`src/shared/tas_pkg.sv`:
```
// Package of constants and carrier types for the thermal alarm status block.
package tas_pkg;

  // --------------------------------------------------------------------
  // Pointer values of the register map
  // --------------------------------------------------------------------
  localparam logic [7:0] PTR_POR = 8'h00;
  localparam logic [7:0] PTR_SOFT_RESET = 8'h20;
  localparam logic [7:0] PTR_FIRST_STATUS = 8'h21;
  localparam logic [7:0] PTR_SECOND_STATUS = 8'h22;
  localparam logic [7:0] PTR_OPEN_STATUS = 8'h23;
  localparam logic [7:0] PTR_HYSTERESIS = 8'h38;
  localparam logic [7:0] PTR_LOCAL_FIRST_LIMIT = 8'h39;
  localparam logic [7:0] PTR_LOCAL_SECOND_LIMIT = 8'h3A;
  localparam logic [7:0] PTR_REMOTE_FIRST_BASE = 8'h42;
  localparam logic [7:0] PTR_REMOTE_LAST = 8'h7B;
  localparam logic [7:0] PTR_REMOTE_STRIDE = 8'h08;

  // --------------------------------------------------------------------
  // Channel counts and field positions
  // --------------------------------------------------------------------
  localparam int NUM_CHAN = 9;
  localparam int NUM_REMOTE = 8;
  localparam logic [3:0] CHAN_LOCAL = 4'h0;
  localparam int RESET_TRIGGER_BIT = 15;
  localparam int STATUS_LOCAL_BIT = 7;
  localparam int OPEN_REMOTE1_BIT = 8;
  localparam logic [2:0] SLOT_FIRST = 3'h0;
  localparam logic [2:0] SLOT_SECOND = 3'h1;

  // --------------------------------------------------------------------
  // Power-on values and writable field masks
  // --------------------------------------------------------------------
  localparam logic [15:0] SOFT_RESET_POR = 16'h0000;
  localparam logic [15:0] FIRST_LIMIT_POR = 16'h7FC0;
  localparam logic [15:0] SECOND_LIMIT_POR = 16'h7FC0;
  localparam logic [15:0] HYSTERESIS_POR = 16'h0000;
  localparam logic [15:0] LIMIT_FIELD_MASK = 16'hFFC0;
  localparam logic [15:0] HYSTERESIS_FIELD_MASK = 16'h7FC0;
  localparam logic [15:0] UNMAPPED_READ_VALUE = 16'h0000;
  localparam logic [15:0] ZERO_WORD = 16'h0000;

  // --------------------------------------------------------------------
  // Carrier types
  // --------------------------------------------------------------------
  // One stored conversion result for one channel.
  typedef struct packed {
    logic [3:0] chan;
    logic [15:0] temp;
  } tas_conv_type;

  // Result of decoding a pointer value against the limit registers.
  typedef struct packed {
    logic hit;
    logic second;
    logic [3:0] chan;
  } tas_limit_sel_type;

endpackage
```
`src/rtl/tas_limit_cell.sv`:
```
// One limit comparator with hysteresis release for a single channel.
module tas_limit_cell
  import tas_pkg::*;
(
  input wire logic mclk,
  input wire logic clear,
  input wire logic update,
  input wire logic [15:0] temp,
  input wire logic [15:0] limit,
  input wire logic [15:0] hysteresis,
  output logic flag
);

  // --------------------------------------------------------------------
  // Signed arithmetic
  // --------------------------------------------------------------------
  // One extra bit keeps limit minus hysteresis from wrapping near the
  // bottom of the range, which would release the flag far too early.
  logic signed [16:0] temp_ext;
  logic signed [16:0] limit_ext;
  logic signed [16:0] release_level;
  logic over;
  logic released;

  assign temp_ext = {temp[15], temp};
  assign limit_ext = {limit[15], limit};
  assign release_level = limit_ext - $signed({1'b0, hysteresis});
  assign over = temp_ext > limit_ext;
  assign released = temp_ext <= release_level;

  // --------------------------------------------------------------------
  // Flag register
  // --------------------------------------------------------------------
  // Apart from clear, the flag only moves when a fresh result for this channel arrives;
  // inside the hysteresis band it holds its last state.
  always_ff @(posedge mclk)
  begin
    if (clear)
    begin
      flag <= 1'b0;
    end
    else if (update)
    begin
      if (over)
      begin
        flag <= 1'b1;
      end
      else if (released)
      begin
        flag <= 1'b0;
      end
    end
  end

endmodule

```
`src/rtl/tas_status_alarm.sv`:
```
// Status, limit comparison, alarm outputs and software reset of the monitor.
module tas_status_alarm
  import tas_pkg::*;
(
  input wire logic mclk,
  input wire logic sys_rst,
  input wire logic ptr_wr,
  input wire logic [7:0] ptr_data,
  input wire logic reg_wr,
  input wire logic [15:0] reg_wr_data,
  input wire logic reg_rd,
  output logic [15:0] rd_data,
  output logic rd_valid,
  input wire logic conv_valid,
  input wire tas_conv_type conv,
  input wire logic [7:0] open_detect,
  input wire logic lock_active,
  output logic soft_reset_pulse,
  output logic first_alarm_out_n,
  output logic second_alarm_out_n
);

  // --------------------------------------------------------------------
  // Helper functions
  // --------------------------------------------------------------------
  // Maps a pointer to a limit register: local limits sit just above the
  // hysteresis register, remote limits in one block of eight per channel.
  function automatic tas_limit_sel_type decode_limit(input logic [7:0] ptr);
    tas_limit_sel_type sel;
    logic [7:0] off;
    sel = '0;
    off = ptr - PTR_REMOTE_FIRST_BASE;
    if (ptr == PTR_LOCAL_FIRST_LIMIT || ptr == PTR_LOCAL_SECOND_LIMIT)
    begin
      sel.hit = 1'b1;
      sel.second = (ptr == PTR_LOCAL_SECOND_LIMIT);
      sel.chan = CHAN_LOCAL;
    end
    else if (ptr >= PTR_REMOTE_FIRST_BASE && ptr <= PTR_REMOTE_LAST)
    begin
      sel.hit = (off[2:0] == SLOT_FIRST) || (off[2:0] == SLOT_SECOND);
      sel.second = (off[2:0] == SLOT_SECOND);
      sel.chan = {1'b0, off[5:3]} + 4'h1;
    end
    return sel;
  endfunction

  // Places channel flags in a status word: local at the local bit and
  // remote channel n just n places above it.
  function automatic logic [15:0] pack_status(input logic [8:0] flags);
    logic [15:0] word;
    word = ZERO_WORD;
    for (int i = 0; i < NUM_CHAN; i++)
    begin
      word[STATUS_LOCAL_BIT + i] = flags[i];
    end
    return word;
  endfunction

  // --------------------------------------------------------------------
  // Internal state
  // --------------------------------------------------------------------
  logic [7:0] pointer;
  logic [15:0] hysteresis;
  logic [15:0] first_limit [NUM_CHAN];
  logic [15:0] second_limit [NUM_CHAN];
  logic [8:0] first_flags;
  logic [8:0] second_flags;
  logic [7:0] remote_open_circuit_flags;
  logic [15:0] software_reset_trigger;
  logic regs_clear;
  logic trigger_write;
  logic protected_write_ok;
  tas_limit_sel_type wr_sel;
  tas_limit_sel_type rd_sel;
  logic [8:0] conv_hit;
  logic [15:0] next_rd_data;
  logic [15:0] first_limit_status;
  logic [15:0] second_limit_status;
  logic [15:0] remote_open_circuit_status;

  // Readable views of the flag vectors, named as in the register map.
  logic [7:0] remote_first_limit_flags;
  logic local_first_limit_flag;
  logic [7:0] remote_second_limit_flags;
  logic local_second_limit_flag;

  assign remote_first_limit_flags = first_flags[8:1];
  assign local_first_limit_flag = first_flags[0];
  assign remote_second_limit_flags = second_flags[8:1];
  assign local_second_limit_flag = second_flags[0];

  // --------------------------------------------------------------------
  // Software reset
  // --------------------------------------------------------------------
  // A software reset clears the same state as the power-on reset but one
  // cycle after the write, so the write itself completes cleanly first.
  assign regs_clear = sys_rst | soft_reset_pulse;
  assign trigger_write = reg_wr && (pointer == PTR_SOFT_RESET)
    && reg_wr_data[RESET_TRIGGER_BIT];

  // The pulse flop itself only answers the power-on reset, otherwise the
  // pulse would cut itself short.
  always_ff @(posedge mclk)
  begin
    if (sys_rst)
    begin
      soft_reset_pulse <= 1'b0;
    end
    else
    begin
      soft_reset_pulse <= trigger_write && !lock_active;
    end
  end

  // The trigger bit never stays set, so the whole word reads as zero.
  always_ff @(posedge mclk)
  begin
    if (regs_clear)
    begin
      software_reset_trigger <= SOFT_RESET_POR;
    end
    else
    begin
      software_reset_trigger <= SOFT_RESET_POR;
    end
  end

  // --------------------------------------------------------------------
  // Pointer register
  // --------------------------------------------------------------------
  // Every write transaction loads the pointer; reads use whatever value
  // the host left there last.
  always_ff @(posedge mclk)
  begin
    if (regs_clear)
    begin
      pointer <= PTR_POR;
    end
    else if (ptr_wr)
    begin
      pointer <= ptr_data;
    end
  end

  // --------------------------------------------------------------------
  // Limit and hysteresis registers
  // --------------------------------------------------------------------
  // Lock protects these along with the reset trigger. Writes to status,
  // read-only or unassigned pointers fall through every branch.
  assign protected_write_ok = reg_wr && !lock_active;
  assign wr_sel = decode_limit(pointer);

  always_ff @(posedge mclk)
  begin
    if (regs_clear)
    begin
      hysteresis <= HYSTERESIS_POR;
    end
    else if (protected_write_ok && pointer == PTR_HYSTERESIS)
    begin
      hysteresis <= reg_wr_data & HYSTERESIS_FIELD_MASK;
    end
  end

  always_ff @(posedge mclk)
  begin
    if (regs_clear)
    begin
      for (int i = 0; i < NUM_CHAN; i++)
      begin
        first_limit[i] <= FIRST_LIMIT_POR;
        second_limit[i] <= SECOND_LIMIT_POR;
      end
    end
    else if (protected_write_ok && wr_sel.hit)
    begin
      if (wr_sel.second)
      begin
        second_limit[wr_sel.chan] <= reg_wr_data & LIMIT_FIELD_MASK;
      end
      else
      begin
        first_limit[wr_sel.chan] <= reg_wr_data & LIMIT_FIELD_MASK;
      end
    end
  end

  // --------------------------------------------------------------------
  // Limit comparators
  // --------------------------------------------------------------------
  // Each comparator wakes only when its own channel's result is stored,
  // so a limit change takes effect at that channel's next conversion.
  always_comb
  begin
    conv_hit = '0;
    for (int i = 0; i < NUM_CHAN; i++)
    begin
      conv_hit[i] = conv_valid && (conv.chan == 4'(i));
    end
  end

  for (genvar g = 0; g < NUM_CHAN; g++)
  begin : g_chan
    tas_limit_cell u_first
    (
      .mclk(mclk),
      .clear(regs_clear),
      .update(conv_hit[g]),
      .temp(conv.temp),
      .limit(first_limit[g]),
      .hysteresis(hysteresis),
      .flag(first_flags[g])
    );

    tas_limit_cell u_second
    (
      .mclk(mclk),
      .clear(regs_clear),
      .update(conv_hit[g]),
      .temp(conv.temp),
      .limit(second_limit[g]),
      .hysteresis(hysteresis),
      .flag(second_flags[g])
    );
  end

  // --------------------------------------------------------------------
  // Alarm outputs
  // --------------------------------------------------------------------
  // Alarms follow the flags alone; an open sensor only reaches them by
  // way of the bad reading it produces.
  always_ff @(posedge mclk)
  begin
    if (regs_clear)
    begin
      first_alarm_out_n <= 1'b1;
      second_alarm_out_n <= 1'b1;
    end
    else
    begin
      first_alarm_out_n <= ~|first_flags;
      second_alarm_out_n <= ~|second_flags;
    end
  end

  // --------------------------------------------------------------------
  // Open-circuit flags
  // --------------------------------------------------------------------
  // Sampled every cycle so the status register shows the live detector.
  always_ff @(posedge mclk)
  begin
    if (regs_clear)
    begin
      remote_open_circuit_flags <= '0;
    end
    else
    begin
      remote_open_circuit_flags <= open_detect;
    end
  end

  // --------------------------------------------------------------------
  // Status words
  // --------------------------------------------------------------------
  assign first_limit_status = pack_status(first_flags);
  assign second_limit_status = pack_status(second_flags);

  always_comb
  begin
    remote_open_circuit_status = ZERO_WORD;
    for (int i = 0; i < NUM_REMOTE; i++)
    begin
      remote_open_circuit_status[OPEN_REMOTE1_BIT + i] =
        remote_open_circuit_flags[i];
    end
  end

  // --------------------------------------------------------------------
  // Read path
  // --------------------------------------------------------------------
  // Unassigned pointers still answer so the host transaction completes;
  // they return a fixed word rather than anything stale.
  assign rd_sel = decode_limit(pointer);

  always_comb
  begin
    next_rd_data = UNMAPPED_READ_VALUE;
    case (pointer)
      PTR_SOFT_RESET: next_rd_data = software_reset_trigger;
      PTR_FIRST_STATUS: next_rd_data = first_limit_status;
      PTR_SECOND_STATUS: next_rd_data = second_limit_status;
      PTR_OPEN_STATUS: next_rd_data = remote_open_circuit_status;
      PTR_HYSTERESIS: next_rd_data = hysteresis;
      default:
      begin
        if (rd_sel.hit)
        begin
          next_rd_data = rd_sel.second ? second_limit[rd_sel.chan]
            : first_limit[rd_sel.chan];
        end
      end
    endcase
  end

  always_ff @(posedge mclk)
  begin
    if (regs_clear)
    begin
      rd_data <= ZERO_WORD;
      rd_valid <= 1'b0;
    end
    else
    begin
      rd_valid <= reg_rd;
      if (reg_rd)
      begin
        rd_data <= next_rd_data;
      end
    end
  end

endmodule

```
`config.mk`:
```
export PLATFORM = sky130hd
export DESIGN_NAME = tas_status_alarm
export DESIGN_NICKNAME = d
export VERILOG_FILES = /design/src/shared/tas_pkg.sv /design/src/rtl/tas_limit_cell.sv /design/src/rtl/tas_status_alarm.sv
export SDC_FILE = /design/constraint.sdc
export NUM_CORES = 1
export LEC_CHECK = 0
export ABC_AREA = 1
export BUFFER_PORTS_ARGS = -buffer_cell sky130_fd_sc_hd__clkbuf_2
export CAP_MARGIN = 25
export CORE_MARGIN = 5
export CORE_UTILIZATION = 26
export CTS_CLUSTER_DIAMETER = 150
export CTS_CLUSTER_SIZE = 40
export DETAILED_ROUTE_END_ITERATION = 8
export GPL_ROUTABILITY_DRIVEN = 0
export PLACE_DENSITY = 0.4
export SKIP_LAST_GASP = 1
export SLEW_MARGIN = 20
export SYNTH_ARGS = -nofsm -noshare
export SYNTH_HDL_FRONTEND = slang
export SYNTH_SLANG_ARGS = --single-unit
```
`constraint.sdc`:
```
create_clock -name mclk -period 5 [get_ports mclk]
set_clock_uncertainty 0.1 [all_clocks]
set_input_delay 0.5 -clock mclk [delete_from_list [all_inputs] [get_ports mclk]]
set_output_delay 0.5 -clock mclk [all_outputs]
set_load 0.02 [all_outputs]
```
==> impl.org, run 1 <==
** Critical path
- Required time at the worst-slack endpoint :: 5450 ps
- The worst setup path is of the reg2reg kind.
- The worst setup path is captured at a register.
- In this run the critical register-to-register path is launched from hysteresis[6]$_SDFFE_PP0P_.
- The worst setup path is launched from a register.
- Crit path from :: hysteresis[6]$_SDFFE_PP0P_
- In this run the worst path has a maximum fanout of 19.
- Depth of the most critical reg-to-reg path :: 22
- For the worst setup path, the data arrival time is 4810 ps.

** Finish
- The area growth from synthesis to layout is 11.1%.
- Number of filler instances in the final layout :: 13.7k
- Core utilization of the finished layout :: 0.292
- 0 antenna diodes ended up in the layout.
- Leading cell type in the layout, fill and taps excluded :: nand2_1
- Of the cells placed in the final design, the portion with a size suffix greater than 1 is 0.0612.
- The library cells used most frequently in the layout, excluding fill and tap cells, are 1,196 x nand2_1, 602 x inv_1, 543 x ha_1.
- Leaving out filler cells and counting taps, the final layout contains 6,029.
- Final net count :: 4,989

** Routing
- Routed via count :: 28.7k
- DRC violation count after routing :: 0
- The pre-antenna-repair detailed-routing pass consisted of 5 iterations.
- Vias per cell :: 4.76
- After detailed routing, the average wire length per cell comes to 22.5 microns.
- In this run, the number of DRC markers left after iteration 0 of detailed routing was 2,250.
- Antenna-violating nets left :: 0
- Routed wire length :: 136 mm

** Synthesis
- EDFF count, synth :: 320
- The share of synthesized area in the top cell type comes to 0.290.
- Synth Register Bits :: 377
- Library cells used by synthesis :: 51
- Of the synthesized area, sequential elements account for 0.325.
- Share of flip-flops with an asynchronous set or reset after synthesis :: 0
- Dividing the synthesized area by the synthesized cell count gives 7.80 sq um.
- After technology mapping, the gate count stands at 4,241.
- Sorting the synthesized cells by area gives the leading types as edfxtp_1 29%, ha_1 21%, nand2_1 14%.
- The mapped netlist covers 0.0331 sq mm.
- Dominant cell type by area after synthesis :: edfxtp_1
- Warning count from the yosys run :: 0
- Top FF cell, synth :: edfxtp_1

** Clocking
- The later pin in the worst-skew pair is clocked with a latency of 610 ps.
- After clock tree synthesis, the setup repair step added 0 buffers.
- The tree is rooted in a clkbuf_16.
- Clock-pin slew was measured on the worst setup and hold paths at 170 ps.
- The number of gates resized after CTS was 0.
- TritonCTS built the clock tree.
- Sinks on Clock Net :: 377
- CTS built an H-tree with a depth of 1.
- Buffers inserted during clock tree synthesis total 16.
- No sink is reached through more buffers than the 3 on the longest clock path.
- Hold repair after CTS inserted 2 buffers.

** Floorplan
- Number of primary I/O pins :: 79
- Placement row count :: 130
- Total Die Area :: 0.135 sq mm
- Vertical die dimension :: 367 microns
- The floorplan step defined a core boundary enclosing 0.126 sq mm.
- The initial utilization of the core area, before any placement, comes to 0.263.
- Die boundary width :: 367 microns

** Timing
- Setup violations remaining at the end of the flow were counted as 0.
- Unrepaired setup endpoints after global routing :: no
- The final-report max-slew violation count was 0.
- Headroom to the max-slew limit came out at 0.233.
- Final Hold Fails :: 0
- At the pin with the least slew margin, the transition time is 1150 ps.
- On the final layout, the worst hold slack is 23.0 ps.
- Setup TNS Final :: 0 ps
- For the finished layout, the period the worst path requires is 4360 ps.
- In the finished design, the share of the clock period the worst path needs comes to 0.873.
- Derived from the worst setup path, the maximum achievable clock frequency is 0.229 GHz.

** Worst hold path
- Type of the most critical hold path :: in2reg
- Origin of the worst min-delay path :: open_detect[5]
- Instance count along the most critical hold path :: 3

** Outcome
- The flow ran to the end, and the final reports show no timing, DRC or antenna violations.

** Global route
- Entering global routing, the biggest net connects 108 pins.
- Leftover overflow at the end of global routing :: 0
- First-pass GRT wire length :: 193 mm
- GRT Util Overall :: 0.195
- Number of antenna violations at the first check in global routing :: 4
- The via count of the first global-routing pass was 27.3k.

** Power
- For this design the ratio of total power to cell area is 189 mW/mm^2.
- Cell leakage power :: 17.6 nW
- Worst VDD drop :: 0.207 mV
- Power Total :: 6.96 mW

** Run
- Max-capacitance violation count :: 0

** Placed design
- HPWL after DPL :: 95.9 mm
- Buffers placed on the I/O ports in this run total 66.
- Cells after DPL :: 5,999
report_power, final:
part           internal, mW  switching [mW]  total [mW]  leakage, nW
registers              3.49          0.0434        3.53         3.14
clock network         0.705            1.27        1.97        0.287
logic                 0.363            1.09        1.45         14.2
total                  4.55            2.40        6.95         17.6
through the flow:
stage | worst slack, ps | instance area, sq um
6_report | 636 | 36800
5_1_grt | 339 | 36800
4_1_cts | 662 | 36800
3_5_place_dp | 663 | 36100
3_3_place_gp | 628 | 36100
2_1_floorplan | 490 | 33400
path summary, 6_finish.rpt:
path,slack (ps),end
max,640,g_chan[8].u_first.flag$_SDFFE_PP0P_
max reg2reg,640,g_chan[8].u_first.flag$_SDFFE_PP0P_
min,20,remote_open_circuit_flags[5]$_SDFF_PP0_
min reg2reg,380,hysteresis[11]$_SDFFE_PP0P_
critical path, stage by stage (launching register included):
cell and delay, ps:
dfxtp_2 1120, ha_1 340, fa_1 220, o21ai_0 150, a21oi_1 160, o21ai_0 130, nand2_1 80, nand2_1 50
a21oi_1 190, nor2_1 60, o21ai_0 150, inv_1 70, ha_1 340, nand2_1 90, nor2_1 140, nand3_1 100
o2111ai_1 130, xor2_1 100, a21oi_1 250, nand2_1 100, nand2_1 70, nand2_1 50, a21oi_1 120
cells in the mapped netlist, drive strengths merged (22+ instances only):
master  count
buf        50
a21oi     341
nand2    1198
clkbuf     64
o31ai      22
nand3      64
xor2       97
dfxtp      57
nor2      207
ha        543
nor4       28
nor3       41
inv       642
nand4     142
o21ai     219
xnor2      33
edfxtp    320
routing by layer:
metal | track usage | routed length (microns)
met5 | 0 | 27
met4 | 0.0371 | 3110
met3 | 0.0176 | 6320
met2 | 0.321 | 61400
met1 | 0.281 | 65000
final cells by class:
cell class              count  area (sq um)  area share
clock buffers              19           433      0.0118
clock inverters             9           175     0.00476
inverters                 653          2450      0.0667
multi-input cells        3182         19800       0.538
flip-flops and latches    377         10800       0.292
well taps                1650          2060      0.0562
repair buffers            139          1100      0.0299
cells by family after synthesis:
family / count (synthesis) / share of synthesized area
flip-flops: 377 / 0.325
adder cells (fa/ha/maj): 561 / 0.216
XOR/XNOR: 130 / 0.0346
buffers and inverters: 767 / 0.0893
AO/OA/AOI/OAI: 698 / 0.117
AND/OR/NAND/NOR: 1707 / 0.218
other: 1 / 0.000113
flip-flops by register name, indices dropped and copies added (netlist names):
register and cells:
second_limit 160, soft_reset_pulse 1, g_chan.u_second.flag 9, first_limit 160, g_chan.u_first.flag 9, hysteresis 9, remote_open_circuit_flags 8, rd_valid 1
pointer 8, rd_data 10, first_alarm_out_n 1, second_alarm_out_n 1
Note: power is estimated with default switching activity, not from simulation.
==> inputs of run 2 (changes only) <==
- CORE_UTILIZATION: 26 -> 40
- PLACE_DENSITY: 0.4 -> 0.66
==> run 2 against run 1 <==
Against the previous run: maximum frequency up 2.9%; utilization up 14 points; combinational power down 5%; global-route usage up 4.8 points; sequential share of layout area up 0.78 points; largest cell class unchanged.
==> impl.org, run 2 (synthesis results as in run 1) <==
** Timing
- Minimum clock period :: 4240 ps (-125 ps)
- Unrepaired setup endpoints after global routing :: no
- The final cycle utilization of the critical path was 0.848 (-0.0250).
- The maximum operating frequency came to 0.236 GHz (+2.9%).
- The number of setup violations in the final report came to 0 (unchanged).
- The relative max-transition margin came to 0.266 (+0.0334).
- Setup TNS Final :: 0 ps (unchanged)
- Worst-margin pin slew :: 1090 ps (-56.8 ps)
- The final-report max-slew violation count was 0 (unchanged).
- The total count of hold-check failures in the final report was 0 (unchanged).
- The worst hold margin came to 21.7 ps (-1.27 ps).

** Finish
- Final antenna diode count :: 0 (unchanged)
- Number of filler instances in the final layout :: 8,188 (-40%)
- The share of post-route cells with drive strength above 1 is 0.0563 (-0.00495).
- Registers with the most flip-flops :: first_limit (160), second_limit (160), rd_data (10)
- In the layout the commonest cells are 1,196 x nand2_1, 603 x inv_1, 543 x ha_1.
- Final net count :: 4,987 (-0.040%)
- Storage element area :: 0.0108 sq mm (about the same)
- From synthesis to final layout, the design area changed by 8.22%.
- The multi-input gate area in the final layout was 0.0198 sq mm (about the same).
- Leading cell type in the layout, fill and taps excluded :: nand2_1

** Power
- The share of total power consumed by net switching came to 0.324 (-0.0216).
- Power density over the cells :: 181 mW/mm^2 (-4.3%)
- Total net switching power :: 2.10 mW (-13%)
- Logic gate share of total power :: 0.213 (+0.004)
- The power share of the clock group is 0.242 (-0.041).
- Worst VDD drop :: 0.206 mV (-0.41%)
- Cell leakage power :: 17.5 nW (-0.65%)
- Internal Dissipation :: 4.38 mW (-3.7%)
- Sequential group share of total power :: 0.545 (+0.037)

** Critical path
- STA classifies the critical path endpoint as a register.
- Slowest cell delay on critical path :: 670 ps (-450 ps)
- Crit-path cells :: inv_1 > ha_1 > nand2_1 > nor2_1 > a211oi_1 > o21ai_0 > a21oi_1 > o21bai_1 > nand2_1 > nand2_1 > a21oi_1 > xor2_1 > ha_1 > nand2_1 > inv_1 > nand2_1 > nor3_1 > a31o_2 > a41oi_1 > o21ai_0 > a21oi_1
- Sort of element at the start of the critical path :: register
- Launch instance of the worst register-to-register path :: hysteresis[7]$_SDFFE_PP0P_
- Critical-path cell with the highest stage delay :: inv_1
- In this run the worst setup path begins at hysteresis[7]$_SDFFE_PP0P_.
- Max FO, Critical Path :: 12 (-7)
- The cell that appears most often on the critical path is nand2_1.
- Required time at the worst-slack endpoint :: 5410 ps (-40 ps)
- By startpoint and endpoint, the worst setup path is classified as reg2reg.
- Arrival time at the worst endpoint :: 4640 ps (-170 ps)

** Clocking
- Sinks on Clock Net :: 377 (unchanged)
- The number of gates given a new drive strength after cts is 0 (unchanged).
- Maximum level of the CTS H-tree :: 1 (unchanged)
- The number of buffers created by CTS was 13 (-3).
- Later-pin clock latency in the skew report :: 590 ps (-20 ps)
- TritonCTS built the clock tree.
- Clock transition at the register clock pins on the worst setup and hold paths after CTS :: 160 ps (about the same)
- CTS root buf :: clkbuf_16
- The number of buffers between clock root and the deepest sink was 3 (unchanged).

** Global route
- Largest net degree at the start of global routing :: 89 (-18%)
- The initial antenna violation count is 2 (-2).
- First-pass GRT wire length :: 166 mm (-14%)
- The total routing resource utilization after global routing is 0.244 (+0.0482).
- Number of global-route vias before repair :: 27.6k (+0.97%)
- Leftover overflow at the end of global routing :: 0 (unchanged)

** Floorplan
- The height of the die was 298 microns (-19%).
- The number of core rows came to 105 (-19%).
- Core area :: 0.0821 sq mm (-35%)
- Number of primary I/O pins :: 79 (unchanged)
- The die area came to 0.0886 sq mm (-34%).
- The die outline width came to 298 microns (-19%).
- Starting density of the core :: 0.403 (+0.141)

** Routing
- Routed via count :: 29.6k (+3.0%)
- The average wire per cell in the routed design was 20.6 microns (-8.5%).
- The count of TritonRoute iterations in the first routing pass was 7 (+2).
- Routed wire length :: 112 mm (-17%)
- The via density per instance was 5.44 (+14%).
- DRC violation count after routing :: 0 (unchanged)
- Antenna-violating nets left :: 0 (unchanged)
- The initial DRC count is 3,203 (+42%).

** Worst hold path
- Origin of the worst min-delay path :: open_detect[2]
- In this run the worst hold path is classified as in2reg.

** Placed design
- The number of input and output port buffers inserted was 66 (unchanged).
- HPWL after DPL :: 82.9 mm (-14%)

** Run
- The number of max-capacitance violations reported was 0 (unchanged).

** Outcome
- Outcome :: complete, no violations
==> run 2: cell count changes in the layout (fill, tap and decap cells not counted), sizes merged <==
cell,change
buf,-6
clkinv,+4
clkbuf,+6
inv,-11
dlygate4sd3,+1
==> run 2: stage by stage <==
| step | util | power, mW | cell area, sq um | std cells | setup WS (ps) |
|---|---|---|---|---|---|
| 5_1_grt | 0.436 | 6.72 | 35800 | 5443 | 402 |
| 4_1_cts | 0.436 | 6.45 | 35800 | 5442 | 790 |
| 6_report | 0.436 | 6.48 | 35800 | 5443 | 761 |
| 3_5_place_dp | 0.431 | 4.94 | 35400 | 5418 | 795 |
| 2_1_floorplan | - | 4.41 | 33400 | 4326 | 490 |
| 3_3_place_gp | 0.430 | 4.91 | 35300 | 5414 | 887 |
==> run 2: layout make-up <==
| class | count | area share |
|---|---|---|
| clock inverters | 2 | 0.000699 |
| inverters | 653 | 0.0684 |
| multi-input cells | 3182 | 0.552 |
| flip-flops and latches | 377 | 0.300 |
| repair buffers | 140 | 0.0307 |
| well taps | 1070 | 0.0374 |
| clock buffers | 19 | 0.0103 |
==> run 2: path summary, 6_finish.rpt <==
path / endpoint / slack (ps) / cells after the start
worst min register to register: pointer[6]$_SDFFE_PP0P_ / 400 / 2
worst max register to register: g_chan[0].u_second.flag$_SDFFE_PP0P_ / 760 / 21
worst max-delay path: g_chan[0].u_second.flag$_SDFFE_PP0P_ / 760 / 21
worst min-delay path: remote_open_circuit_flags[2]$_SDFF_PP0_ / 20 / 3
==> run 2: critical path, delay by kind of cell (launching register included) <==
family                   cells  cell delay, ps
AO/OA/AOI/OAI                9            1850
XOR/XNOR                     1             180
adder cells (fa/ha/maj)      2             620
buffers and inverters        2             720
flip-flops                   1             350
AND/OR/NAND/NOR              7             410
==> run 2: repair_timing <==
action	4_1_cts	5_1_grt
setup buffers	0	0
hold buffers	3	0
hold endpoints to repair	3	0
==> run 2: layer usage <==
metal | GRT usage | wire, microns
met1 | 0.328 | 46000
met2 | 0.393 | 49700
met3 | 0.0415 | 11000
met4 | 0.0943 | 5470
met5 | 0 | 12
==> run 2: power groups by stage <==
stage,clock [mW],combinational [mW],sequential [mW]
6_report,1.57,1.38,3.53
3_5_place_dp,0,1.34,3.60
3_3_place_gp,0,1.31,3.60
2_1_floorplan,0,0.820,3.59
4_1_cts,1.58,1.35,3.53
5_1_grt,1.67,1.51,3.54
